==> src/rtl/adc_cfg_pkg.sv <==
// Shared definitions for the converter configuration register slice.
// Assumes a 32-bit classic Wishbone slave port and a single 40 MHz clock.
package adc_cfg_pkg;

    // Bus widths.
    localparam int unsigned DATA_W = 32;
    localparam int unsigned ADR_W = 8;
    localparam int unsigned IDX_W = 6;
    localparam int unsigned IDX_LSB = 2;

    // Register indices; the byte address is four times the index.
    localparam logic [IDX_W-1:0] IDX_CLOCK = 6'h03;
    localparam logic [IDX_W-1:0] IDX_GAIN_LO = 6'h04;
    localparam logic [IDX_W-1:0] IDX_GAIN_HI = 6'h05;
    localparam logic [IDX_W-1:0] IDX_STATUS = 6'h06;
    localparam logic [IDX_W-1:0] IDX_GAIN_VAL = 6'h07;

    // Field positions in the clock configuration register.
    localparam int unsigned CLK_XTAL_BIT = 7;
    localparam int unsigned CLK_EXTREF_BIT = 6;
    localparam int unsigned CLK_SPARE_BIT = 5;
    localparam int unsigned CLK_OSR_LSB = 2;
    localparam int unsigned CLK_OSR_W = 3;
    localparam int unsigned CLK_PWR_LSB = 0;
    localparam int unsigned CLK_PWR_W = 2;
    localparam int unsigned CLK_LO_W = 8;

    // Field positions in the gain registers.
    localparam int unsigned GAIN_W = 16;
    localparam int unsigned GAIN_CODE_W = 3;
    localparam int unsigned GAIN_STRIDE = 4;
    localparam int unsigned GAIN_CH = 4;
    localparam int unsigned GAIN_VAL_W = 8;

    // Field positions in the status register.
    localparam int unsigned STAT_RATIO_LSB = 0;
    localparam int unsigned STAT_MODE_LSB = 16;

    // Reset values.
    localparam logic [CLK_LO_W-1:0] CLOCK_LO_RESET = 8'h0e;
    localparam logic [GAIN_W-1:0] GAIN_LO_RESET = 16'h0000;
    localparam logic [GAIN_W-1:0] GAIN_HI_RESET = 16'h0000;

    // Oversampling ratio decode.
    localparam int unsigned RATIO_W = 14;
    localparam logic [RATIO_W-1:0] OSR_BASE = 14'h0080;
    localparam logic [CLK_OSR_W-1:0] OSR_TOP_CODE = 3'h7;
    localparam logic [RATIO_W-1:0] OSR_TOP_RATIO = 14'h3f80;

    // Power mode codes.
    localparam logic [CLK_PWR_W-1:0] PWR_CODE_VLP = 2'h0;
    localparam logic [CLK_PWR_W-1:0] PWR_CODE_LP = 2'h1;

    // Amplifier gain of code zero.
    localparam logic [GAIN_VAL_W-1:0] GAIN_UNITY = 8'h01;

    typedef enum logic [1:0] {
        PWR_VERY_LOW,
        PWR_LOW,
        PWR_HIGH_RES
    } power_mode_type;

    typedef enum logic {
        BUS_IDLE,
        BUS_ACK
    } bus_state_type;

    // Clock register low half, laid out as the register bits.
    typedef struct packed {
        logic crystal_osc_off;
        logic external_vref_select;
        logic spare;
        logic [CLK_OSR_W-1:0] oversample_ratio_code;
        logic [CLK_PWR_W-1:0] power_level_select;
    } clock_cfg_type;

    // First gain register, laid out as the register bits.
    typedef struct packed {
        logic spare15;
        logic [GAIN_CODE_W-1:0] amp_gain_code_ch3;
        logic spare11;
        logic [GAIN_CODE_W-1:0] amp_gain_code_ch2;
        logic spare7;
        logic [GAIN_CODE_W-1:0] amp_gain_code_ch1;
        logic spare3;
        logic [GAIN_CODE_W-1:0] amp_gain_code_ch0;
    } gain_lo_type;

    // Decoded settings handed to the analog side.
    typedef struct packed {
        logic [RATIO_W-1:0] ratio;
        power_mode_type power_mode;
        logic [GAIN_CH-1:0][GAIN_VAL_W-1:0] gain_val;
    } decoded_type;

endpackage : adc_cfg_pkg

==> src/rtl/amp_gain_decode.sv <==
// Decoder from one 3-bit amplifier gain code to its gain factor.
// Assumes the caller registers the result.
`timescale 1ns/100ps
module amp_gain_decode
    import adc_cfg_pkg::*;
(
    input wire logic [GAIN_CODE_W-1:0] code_i,
    output logic [GAIN_VAL_W-1:0] gain_o
);

    // The gain is two raised to the code, so code 7 gives 128.
    always_comb begin
        gain_o = GAIN_UNITY << code_i;
    end

endmodule : amp_gain_decode

==> src/rtl/osr_power_decode.sv <==
// Decoder for the oversampling ratio and power mode fields.
// Assumes the caller registers the results.
`timescale 1ns/100ps
module osr_power_decode
    import adc_cfg_pkg::*;
(
    input wire logic [CLK_OSR_W-1:0] osr_code_i,
    input wire logic [CLK_PWR_W-1:0] pwr_code_i,
    output logic [RATIO_W-1:0] ratio_o,
    output power_mode_type mode_o
);

    // Ratios double from 128 per code, except the top code.
    always_comb begin
        if (osr_code_i == OSR_TOP_CODE) begin
            ratio_o = OSR_TOP_RATIO;
        end else begin
            ratio_o = OSR_BASE << osr_code_i;
        end
    end

    // Both upper power codes select high resolution.
    always_comb begin
        case (pwr_code_i)
            PWR_CODE_VLP: mode_o = PWR_VERY_LOW;
            PWR_CODE_LP: mode_o = PWR_LOW;
            default: mode_o = PWR_HIGH_RES;
        endcase
    end

endmodule : osr_power_decode

==> src/rtl/adc_clock_gain_config_regs.sv <==
// Configuration register slice: clock register low half and two gain
// registers, reached as a classic Wishbone slave.
// Assumes one clock, a synchronous active-high reset and a master that
// holds its request until it sees ack.
//
// Register map, by word index; the byte address is four times the index.
//   Index 3 holds the clock register low half: oscillator, reference,
//   oversampling ratio code and power level.
//   Index 4 holds the first gain register, amplifier codes for channels
//   0 to 3, and index 5 the second gain register as plain storage.
//   Index 6 reads back the decoded ratio in bits 13:0 and the power mode
//   in bits 17:16; index 7 reads the decoded gains, one byte a channel.
// Any other index is acknowledged, reads zero and drops its writes.
// Only byte lanes 0 and 1 carry write data; lanes 2 and 3 are ignored on writes.
//
// A request is taken at the first rising edge that sees cyc and stb high
// while ack is low. The addressed register and every decoded output change
// at that edge; ack and the read data then stand for one cycle. A master
// that keeps stb high after ack will have its request taken again.
// Reserved bits are stored as written and feed no decoder, so software is
// expected to write them as zero.
//
// The slice holds no counters and no flags set by hardware; every bit of
// state is written by software or by reset. The clock register upper half,
// with its channel enables, lives outside this slice.
`timescale 1ns/100ps
module adc_clock_gain_config_regs
    import adc_cfg_pkg::*;
(
    input wire logic clk_i,
    input wire logic rst_i,
    input wire logic cyc_i,
    input wire logic stb_i,
    input wire logic we_i,
    input wire logic [ADR_W-1:0] adr_i,
    input wire logic [3:0] sel_i,
    input wire logic [DATA_W-1:0] dat_i,
    output logic [DATA_W-1:0] dat_o,
    output logic ack_o,
    output logic crystal_osc_off_o,
    output logic external_vref_select_o,
    output logic [CLK_OSR_W-1:0] oversample_ratio_code_o,
    output logic [CLK_PWR_W-1:0] power_level_select_o,
    output logic [RATIO_W-1:0] oversample_ratio_o,
    output power_mode_type power_mode_o,
    output gain_lo_type gain_ch0_to_ch3_o,
    output logic [GAIN_W-1:0] gain_ch4_to_ch7_o,
    output logic [GAIN_CH-1:0][GAIN_VAL_W-1:0] amp_gain_o
);

    // Whole state of the slice in one record: the bus handshake, the read
    // data being returned, the three stored registers and the decoded
    // settings. Keeping the decodes registered means every output of the
    // slice comes straight from a flip-flop, at the price of one extra
    // copy of the ratio, the power mode and the four gains.
    typedef struct packed {
        bus_state_type bus_state;
        logic [DATA_W-1:0] rdata;
        clock_cfg_type clock_cfg;
        gain_lo_type gain_lo;
        logic [GAIN_W-1:0] gain_hi;
        decoded_type decoded;
    } state_type;

    // Present state, and its next value from the combinational logic.
    state_type state_q;
    state_type state_d;

    // Bus side: decoded index, accepted request and write strobes.
    logic [IDX_W-1:0] reg_idx;
    logic request;
    logic wr_clock;
    logic wr_gain_lo;
    logic wr_gain_hi;

    // Byte-lane mask built from the byte selects.
    logic [DATA_W-1:0] byte_mask;

    // Register contents after this cycle's write, if any.
    clock_cfg_type clock_next;
    gain_lo_type gain_lo_next;
    logic [GAIN_W-1:0] gain_hi_next;

    // Decodes of the next register contents.
    logic [RATIO_W-1:0] ratio_next;
    power_mode_type mode_next;
    logic [GAIN_CH-1:0][GAIN_CODE_W-1:0] gain_code_next;
    logic [GAIN_CH-1:0][GAIN_VAL_W-1:0] gain_val_next;

    // Read data selected by the index.
    logic [DATA_W-1:0] read_mux;

    // Address decode: the word index, with the byte offset bits ignored.
    // Every address bit above the byte offset takes part, so an index outside the map
    // simply falls through to the default arm of the read mux below.
    assign reg_idx = adr_i[ADR_W-1:IDX_LSB];

    // A request is accepted only from the idle state. The ack cycle sits
    // between two acceptances, so the write strobes below fire once per
    // access even though the master still holds its request while it
    // waits for ack. A master that holds stb past ack starts a new access.
    assign request = cyc_i && stb_i && (state_q.bus_state == BUS_IDLE);

    // Write strobes, one per stored register. The status and decoded-gain
    // words have no strobe, so writes to them are acknowledged and lost.
    assign wr_clock = request && we_i && (reg_idx == IDX_CLOCK);
    assign wr_gain_lo = request && we_i && (reg_idx == IDX_GAIN_LO);
    assign wr_gain_hi = request && we_i && (reg_idx == IDX_GAIN_HI);

    // Expand byte selects into a bit mask. Only lanes 0 and 1 reach a
    // register, since no register here is wider than sixteen bits; the
    // upper lanes are built anyway so the mask lines up with the data bus.
    always_comb begin
        for (int b = 0; b < 4; b++) begin
            byte_mask[b*8 +: 8] = {8{sel_i[b]}};
        end
    end

    // Next register contents, merged lane by lane with the stored value.
    // Reserved bits are kept as written; software is expected to write
    // zeros there, so they hold no meaning for the slice itself.
    // A write to the clock register with lane 0 off changes nothing, and
    // a write to an index outside the map raises no strobe at all, so the
    // stored values carry over unchanged.
    always_comb begin
        clock_next = state_q.clock_cfg;
        gain_lo_next = state_q.gain_lo;
        gain_hi_next = state_q.gain_hi;
        if (wr_clock) begin
            clock_next = clock_cfg_type'((dat_i[CLK_LO_W-1:0]
                & byte_mask[CLK_LO_W-1:0])
                | (state_q.clock_cfg & ~byte_mask[CLK_LO_W-1:0]));
        end
        if (wr_gain_lo) begin
            gain_lo_next = gain_lo_type'((dat_i[GAIN_W-1:0]
                & byte_mask[GAIN_W-1:0])
                | (state_q.gain_lo & ~byte_mask[GAIN_W-1:0]));
        end
        if (wr_gain_hi) begin
            gain_hi_next = (dat_i[GAIN_W-1:0] & byte_mask[GAIN_W-1:0])
                | (state_q.gain_hi & ~byte_mask[GAIN_W-1:0]);
        end
    end

    // Channel gain codes, taken from the next first gain register so that
    // the decoded gains change at the same edge as the raw register.
    // Each code is three bits wide; the spare bit above it is not used.
    assign gain_code_next[0] = gain_lo_next.amp_gain_code_ch0;
    assign gain_code_next[1] = gain_lo_next.amp_gain_code_ch1;
    assign gain_code_next[2] = gain_lo_next.amp_gain_code_ch2;
    assign gain_code_next[3] = gain_lo_next.amp_gain_code_ch3;

    // One gain decoder per channel of the first gain register. The second
    // gain register has no decode here; its channels are handled elsewhere.
    genvar ch;
    generate
        for (ch = 0; ch < GAIN_CH; ch++) begin : g_gain
            amp_gain_decode u_gain (
                .code_i(gain_code_next[ch]),
                .gain_o(gain_val_next[ch])
            );
        end
    endgenerate

    // Ratio and power mode decode from the next clock settings, again so
    // that a write and its decode become visible on the same edge.
    // The top ratio code does not double; the decoder handles it apart.
    osr_power_decode u_osr (
        .osr_code_i(clock_next.oversample_ratio_code),
        .pwr_code_i(clock_next.power_level_select),
        .ratio_o(ratio_next),
        .mode_o(mode_next)
    );

    // Read data for the addressed register; unmapped words read zero.
    // The mux looks at the stored values, not the next ones; a read is
    // never combined with a write in one access, so both agree anyway.
    // Bits above a register's width read zero because the mux starts
    // from zero on every path.
    always_comb begin
        read_mux = '0;
        case (reg_idx)
            // Clock register low half; its upper byte reads zero.
            IDX_CLOCK: begin
                read_mux[CLK_LO_W-1:0] = state_q.clock_cfg;
            end
            // First gain register, reserved bits included.
            IDX_GAIN_LO: begin
                read_mux[GAIN_W-1:0] = state_q.gain_lo;
            end
            // Second gain register, stored as written.
            IDX_GAIN_HI: begin
                read_mux[GAIN_W-1:0] = state_q.gain_hi;
            end
            // Decoded ratio and power mode, read only.
            IDX_STATUS: begin
                read_mux[STAT_RATIO_LSB +: RATIO_W] =
                    state_q.decoded.ratio;
                read_mux[STAT_MODE_LSB +: 2] =
                    state_q.decoded.power_mode;
            end
            // Decoded gains, byte n for channel n, read only.
            IDX_GAIN_VAL: begin
                read_mux = state_q.decoded.gain_val;
            end
            // Indices outside the map.
            default: begin
                read_mux = '0;
            end
        endcase
    end

    // Next state: bus handshake, register updates and decoded outputs.
    // The registers and decodes follow their next values every cycle; the
    // handshake moves from idle to ack on an accepted request and back to
    // idle after one cycle, clearing the read data on the way. Reset is
    // applied last so that it overrides any request seen in the same cycle.
    always_comb begin
        state_d = state_q;
        state_d.clock_cfg = clock_next;
        state_d.gain_lo = gain_lo_next;
        state_d.gain_hi = gain_hi_next;
        state_d.decoded.ratio = ratio_next;
        state_d.decoded.power_mode = mode_next;
        state_d.decoded.gain_val = gain_val_next;
        case (state_q.bus_state)
            BUS_IDLE: begin
                // Reads latch the mux now, so the data stand with ack;
                // writes return zero data.
                if (request) begin
                    state_d.bus_state = BUS_ACK;
                    state_d.rdata = we_i ? '0 : read_mux;
                end
            end
            BUS_ACK: begin
                // Ack stands one cycle; the master then releases.
                state_d.bus_state = BUS_IDLE;
                state_d.rdata = '0;
            end
            default: begin
                state_d.bus_state = BUS_IDLE;
            end
        endcase
        // Reset values: oscillator on, internal reference, ratio code 3
        // (1024), high-resolution power, all gain codes zero (gain 1). The
        // decodes are loaded with the matching values so that no output
        // shows a stale decode in the first cycle after reset.
        if (rst_i) begin
            state_d.bus_state = BUS_IDLE;
            state_d.rdata = '0;
            state_d.clock_cfg = clock_cfg_type'(CLOCK_LO_RESET);
            state_d.gain_lo = gain_lo_type'(GAIN_LO_RESET);
            state_d.gain_hi = GAIN_HI_RESET;
            state_d.decoded.ratio = OSR_BASE << CLOCK_LO_RESET[
                CLK_OSR_LSB +: CLK_OSR_W];
            state_d.decoded.power_mode = PWR_HIGH_RES;
            state_d.decoded.gain_val = {GAIN_CH{GAIN_UNITY}};
        end
    end

    // State register; reset is applied through the next-state logic, so
    // this is the only clocked process and the only place state is held.
    always_ff @(posedge clk_i) begin
        state_q <= state_d;
    end

    // Outputs straight from the state flip-flops; none passes through
    // logic after the register, so none can glitch.
    // Bus answer: read data and a one-cycle acknowledge.
    assign dat_o = state_q.rdata;
    assign ack_o = (state_q.bus_state == BUS_ACK);

    // Raw clock register fields.
    assign crystal_osc_off_o = state_q.clock_cfg.crystal_osc_off;
    assign external_vref_select_o =
        state_q.clock_cfg.external_vref_select;
    assign oversample_ratio_code_o =
        state_q.clock_cfg.oversample_ratio_code;
    assign power_level_select_o =
        state_q.clock_cfg.power_level_select;

    // Decoded ratio and power mode.
    assign oversample_ratio_o = state_q.decoded.ratio;
    assign power_mode_o = state_q.decoded.power_mode;

    // Raw gain registers and the decoded gains of channels 0 to 3.
    assign gain_ch0_to_ch3_o = state_q.gain_lo;
    assign gain_ch4_to_ch7_o = state_q.gain_hi;
    assign amp_gain_o = state_q.decoded.gain_val;

endmodule : adc_clock_gain_config_regs

==> config.mk <==
export PLATFORM = sky130hd
export DESIGN_NAME = adc_clock_gain_config_regs
export DESIGN_NICKNAME = d
export VERILOG_FILES = /design/src/rtl/adc_cfg_pkg.sv /design/src/rtl/amp_gain_decode.sv /design/src/rtl/osr_power_decode.sv /design/src/rtl/adc_clock_gain_config_regs.sv
export SDC_FILE = /design/constraint.sdc
export NUM_CORES = 1
export LEC_CHECK = 0
export BUFFER_PORTS_ARGS = -buffer_cell sky130_fd_sc_hd__buf_2
export CAP_MARGIN = 20
export CORE_UTILIZATION = 51
export DETAILED_ROUTE_END_ITERATION = 12
export PLACE_DENSITY = 0.8
export SLEW_MARGIN = 40
export SYNTH_ARGS = -nofsm -noshare
export SYNTH_HDL_FRONTEND = slang
export SYNTH_SLANG_ARGS = --single-unit
==> constraint.sdc <==
create_clock -name clk_i -period 2.07 [get_ports clk_i]
set_input_delay 0.414 -clock clk_i [delete_from_list [all_inputs] [get_ports clk_i]]
set_output_delay 0.414 -clock clk_i [all_outputs]
set_load 0.01 [all_outputs]
==> impl_metrics.csv <==
group,metric,value,unit
synth,ys_seq_elements,113,
sta,fin_skew,9.10,ps
global_routing,grt.total_usage,23.0,%
cells_and_area,final_common_cell,"buf_2",
worst_setup_path,cp.required,2510,ps
route,routed_wl,12300,um
cts,path_clk_slew,50,ps
floorplanning,core_area,9910,sq um
synth,syn_area,5310,sq um
worst_setup_path,endpoint_kind,"flip-flop",
cts,clock_sinks,113,
cts,cts_setup_buffers,0,
power_and_ir_drop,p_sw_share,19.8,%
sta,maxSlewViolCount,0,
cts,post_cts_resized,0,
route,drc,0,
synth,yosys.area.top_type,"dfxtp_1",
cts,cts_tree,"yes",
cts,clk_latency,510,ps
floorplanning,fp.dieH,104,um
cells_and_area,multiInputGateArea,2000,sq um
placement,placed_area,5410,sq um
cts,cts_hold_buf,0,
cells_and_area,antenna_cells,0,
power_and_ir_drop,p_total,5.54,mW
floorplanning,dieWidth,104,um
worst_setup_path,crit_path_top_delay_cell,"or4_1",
placement,gp_congestion,0.867,
power_and_ir_drop,ir_drop,483,uV
worst_setup_path,crit_buf_inv,0,
sta,worstMarginPinSlew,569,ps
sta,layout_min_cycle_time,1860,ps
sta,relSlewSlack,61.8,%
cells_and_area,layout-drive-gt1-share,36.3,%
route,drtIter0Drc,211,
floorplanning,pin_count,169,
power_and_ir_drop,comb_power_share,3.4,%
sta,max_freq,538,MHz
synth,seq_area_frac_synth,42.6,%
sta,setup_viol,0,
synth,async_flop_share,0,%
global_routing,grt_pass1_wl,19600,um
placement,pre_cts_ws,-0.809,ps
cells_and_area,layout.cells.non_filler,756,
synth,synth_cells,563,
cells_and_area,area_growth,14.1,%
global_routing,antenna_found_initial,0,
floorplanning,initial_utilization,53.6,%
route,first_pass_iters,5,
sta,rsz0062_at_grt,"no",
worst_setup_path,critical_path.startpoint,"ack_o$_SDFF_PP0_",
worst_setup_path,crit_type,"reg2reg",
route,ant_nets,0,
sta,finalWorstSetupSlack,210,ps
worst_hold_path,hold_path.startpoint,"dat_i[11]",
global_routing,grt_max_degree,33,
worst_setup_path,worstReg2RegStart,"ack_o$_SDFF_PP0_",
synth,synth_flop_cell,"dfxtp_1",
placement,portBuffers,141,
cts,cts-htree-levels,4,
floorplanning,rows,36,
worst_setup_path,crit_chain,"and4b_1 > nand4_4 > mux2i_2 > or4_1 > o21ai_1",
synth,synth.top_cell.area_share,42.6,%
synth,synth_area_leaders,"dfxtp_1 43%, buf_4 17%, mux2i_1 8.1%, nor2_1 7.1%, a22oi_1 3.4%",
sta,tns,0,ps
power_and_ir_drop,p_leak,2.90,nW
route,wire_per_inst,16.2,um
worst_setup_path,cp_top_family,"simple AND/OR/NAND/NOR gates",
route,vias,3994,
global_routing,overflow,0,
synth,synth_edf_count,0,
cells_and_area,regArea,2260,sq um
global_routing,grt_pass1_vias,3884,
worst_setup_path,worstPathArrival,2300,ps
job,drv_cap,0,
worst_setup_path,worstPathMaxFanout,6,
cells_and_area,final_util,61.1,%
sta,whs,164,ps
floorplanning,fp.dieArea,10800,sq um
placement,dp_cells,725,
power_and_ir_drop,power.switching,1.10,mW
cells_and_area,most-common-layout-cells,"141 x buf_2, 113 x dfxtp_1, 100 x nor2_1, 43 x mux2i_1, 24 x a22oi_1",
power_and_ir_drop,seqPwrFrac,39.4,%
cts,cts_buffers,17,
worst_setup_path,critical_path.max_stage_delay,500,ps
power_and_ir_drop,power-per-cell-area,914,nW/um^2
route,vias_per_cell,5.28,
cts,cts.root.buffer_cell,"clkbuf_8",
cells_and_area,nFillCells,818,
synth,syn-mean-instance-area,9.43,sq um
power_and_ir_drop,p_int,4.44,mW
run_status,status,"completed",
cells_and_area,final_cell_area,6060,sq um
worst_hold_path,worstHoldPathType,"in2reg",
synth,synth_warnings,0,
cells_and_area,fin_nets,660,
placement,post-dp-hpwl,9050,um
power_and_ir_drop,power_frac_clock,57.2,%
synth,yosysUniqueCellTypes,44,
sta,hold_viol_final,0,
sta,min_period_over_period,89.8,%
worst_setup_path,cp-start-kind,"flip-flop",
cts,clock_path_buffers,2,
## cells by family after synthesis
logic type / Yosys count / synth area share, %
and+or+nand+nor: 163 / 15.1
buffers and inverters: 158 / 20.2
DFF: 113 / 42.6
AOI/OAI and AO/OA: 68 / 8.84
muxes: 57 / 12.7
xor gates and xnor gates: 3 / 0.495
other: 1 / 0.0706
## path summary, 6_finish.rpt
path | slack, ps | cells after the start | end
worst max-delay path | 210 | 5 | oversample_ratio_o[7]$_SDFF_PP0_
worst min-delay path | 160 | 3 | flip-flop
worst max register to register | 210 | 5 | oversample_ratio_o[7]$_SDFF_PP0_
worst min register to register | 490 | 2 | dat_o[4]$_SDFFE_PP0P_
## worst register-to-register path, stage by stage, from the launching register on
cell     delay (ps)
dfxtp_1         310
and4b_1         430
nand4_4         250
mux2i_2         220
or4_1           500
o21ai_1          80
## synthesized netlist by cell type (5+ instances only)
| cell | number |
|---|---|
| a21oi_1 | 5 |
| a221oi_1 | 6 |
| a22oi_1 | 24 |
| a31oi_1 | 16 |
| buf_2 | 8 |
| buf_4 | 118 |
| clkbuf_1 | 15 |
| dfxtp_1 | 113 |
| inv_1 | 14 |
| mux2i_1 | 43 |
| mux4_2 | 7 |
| nand2_1 | 17 |
| nand3_1 | 7 |
| nor2_1 | 100 |
| nor3_1 | 8 |
| nor3b_1 | 7 |
| o21ai_0 | 9 |
| or2_2 | 5 |
## power groups by stage
stage | Combinational, mW | Clock [mW] | Sequential (mW)
6_report | 0.189 | 3.17 | 2.18
5_1_grt | 0.203 | 3.31 | 2.18
4_1_cts | 0.188 | 3.19 | 2.18
3_5_place_dp | 0.187 | 0 | 2.23
3_3_place_gp | 0.183 | 0 | 2.23
2_1_floorplan | 0.109 | 0 | 2.23
## metal layers
metal	vias up	track usage [%]	part of all wire (%)	wire length [um]
li1	1884	-	-	-
met1	1885	27.1	41	5010
met2	195	39.6	50	6100
met3	30	5.64	7.0	854
met4	0	9.59	2.4	298
met5	-	0	0	0
## cell type report
cell class                 count  area share, %
clock buffer                  22           7.81
tap                          133           2.75
multi-input combinational    298           33.1
timing repair buffer         166           15.2
clock inverter                 9           2.93
sequential                   113           37.3
inverter                      15          0.930
Note: power is estimated with default switching activity, not from simulation.
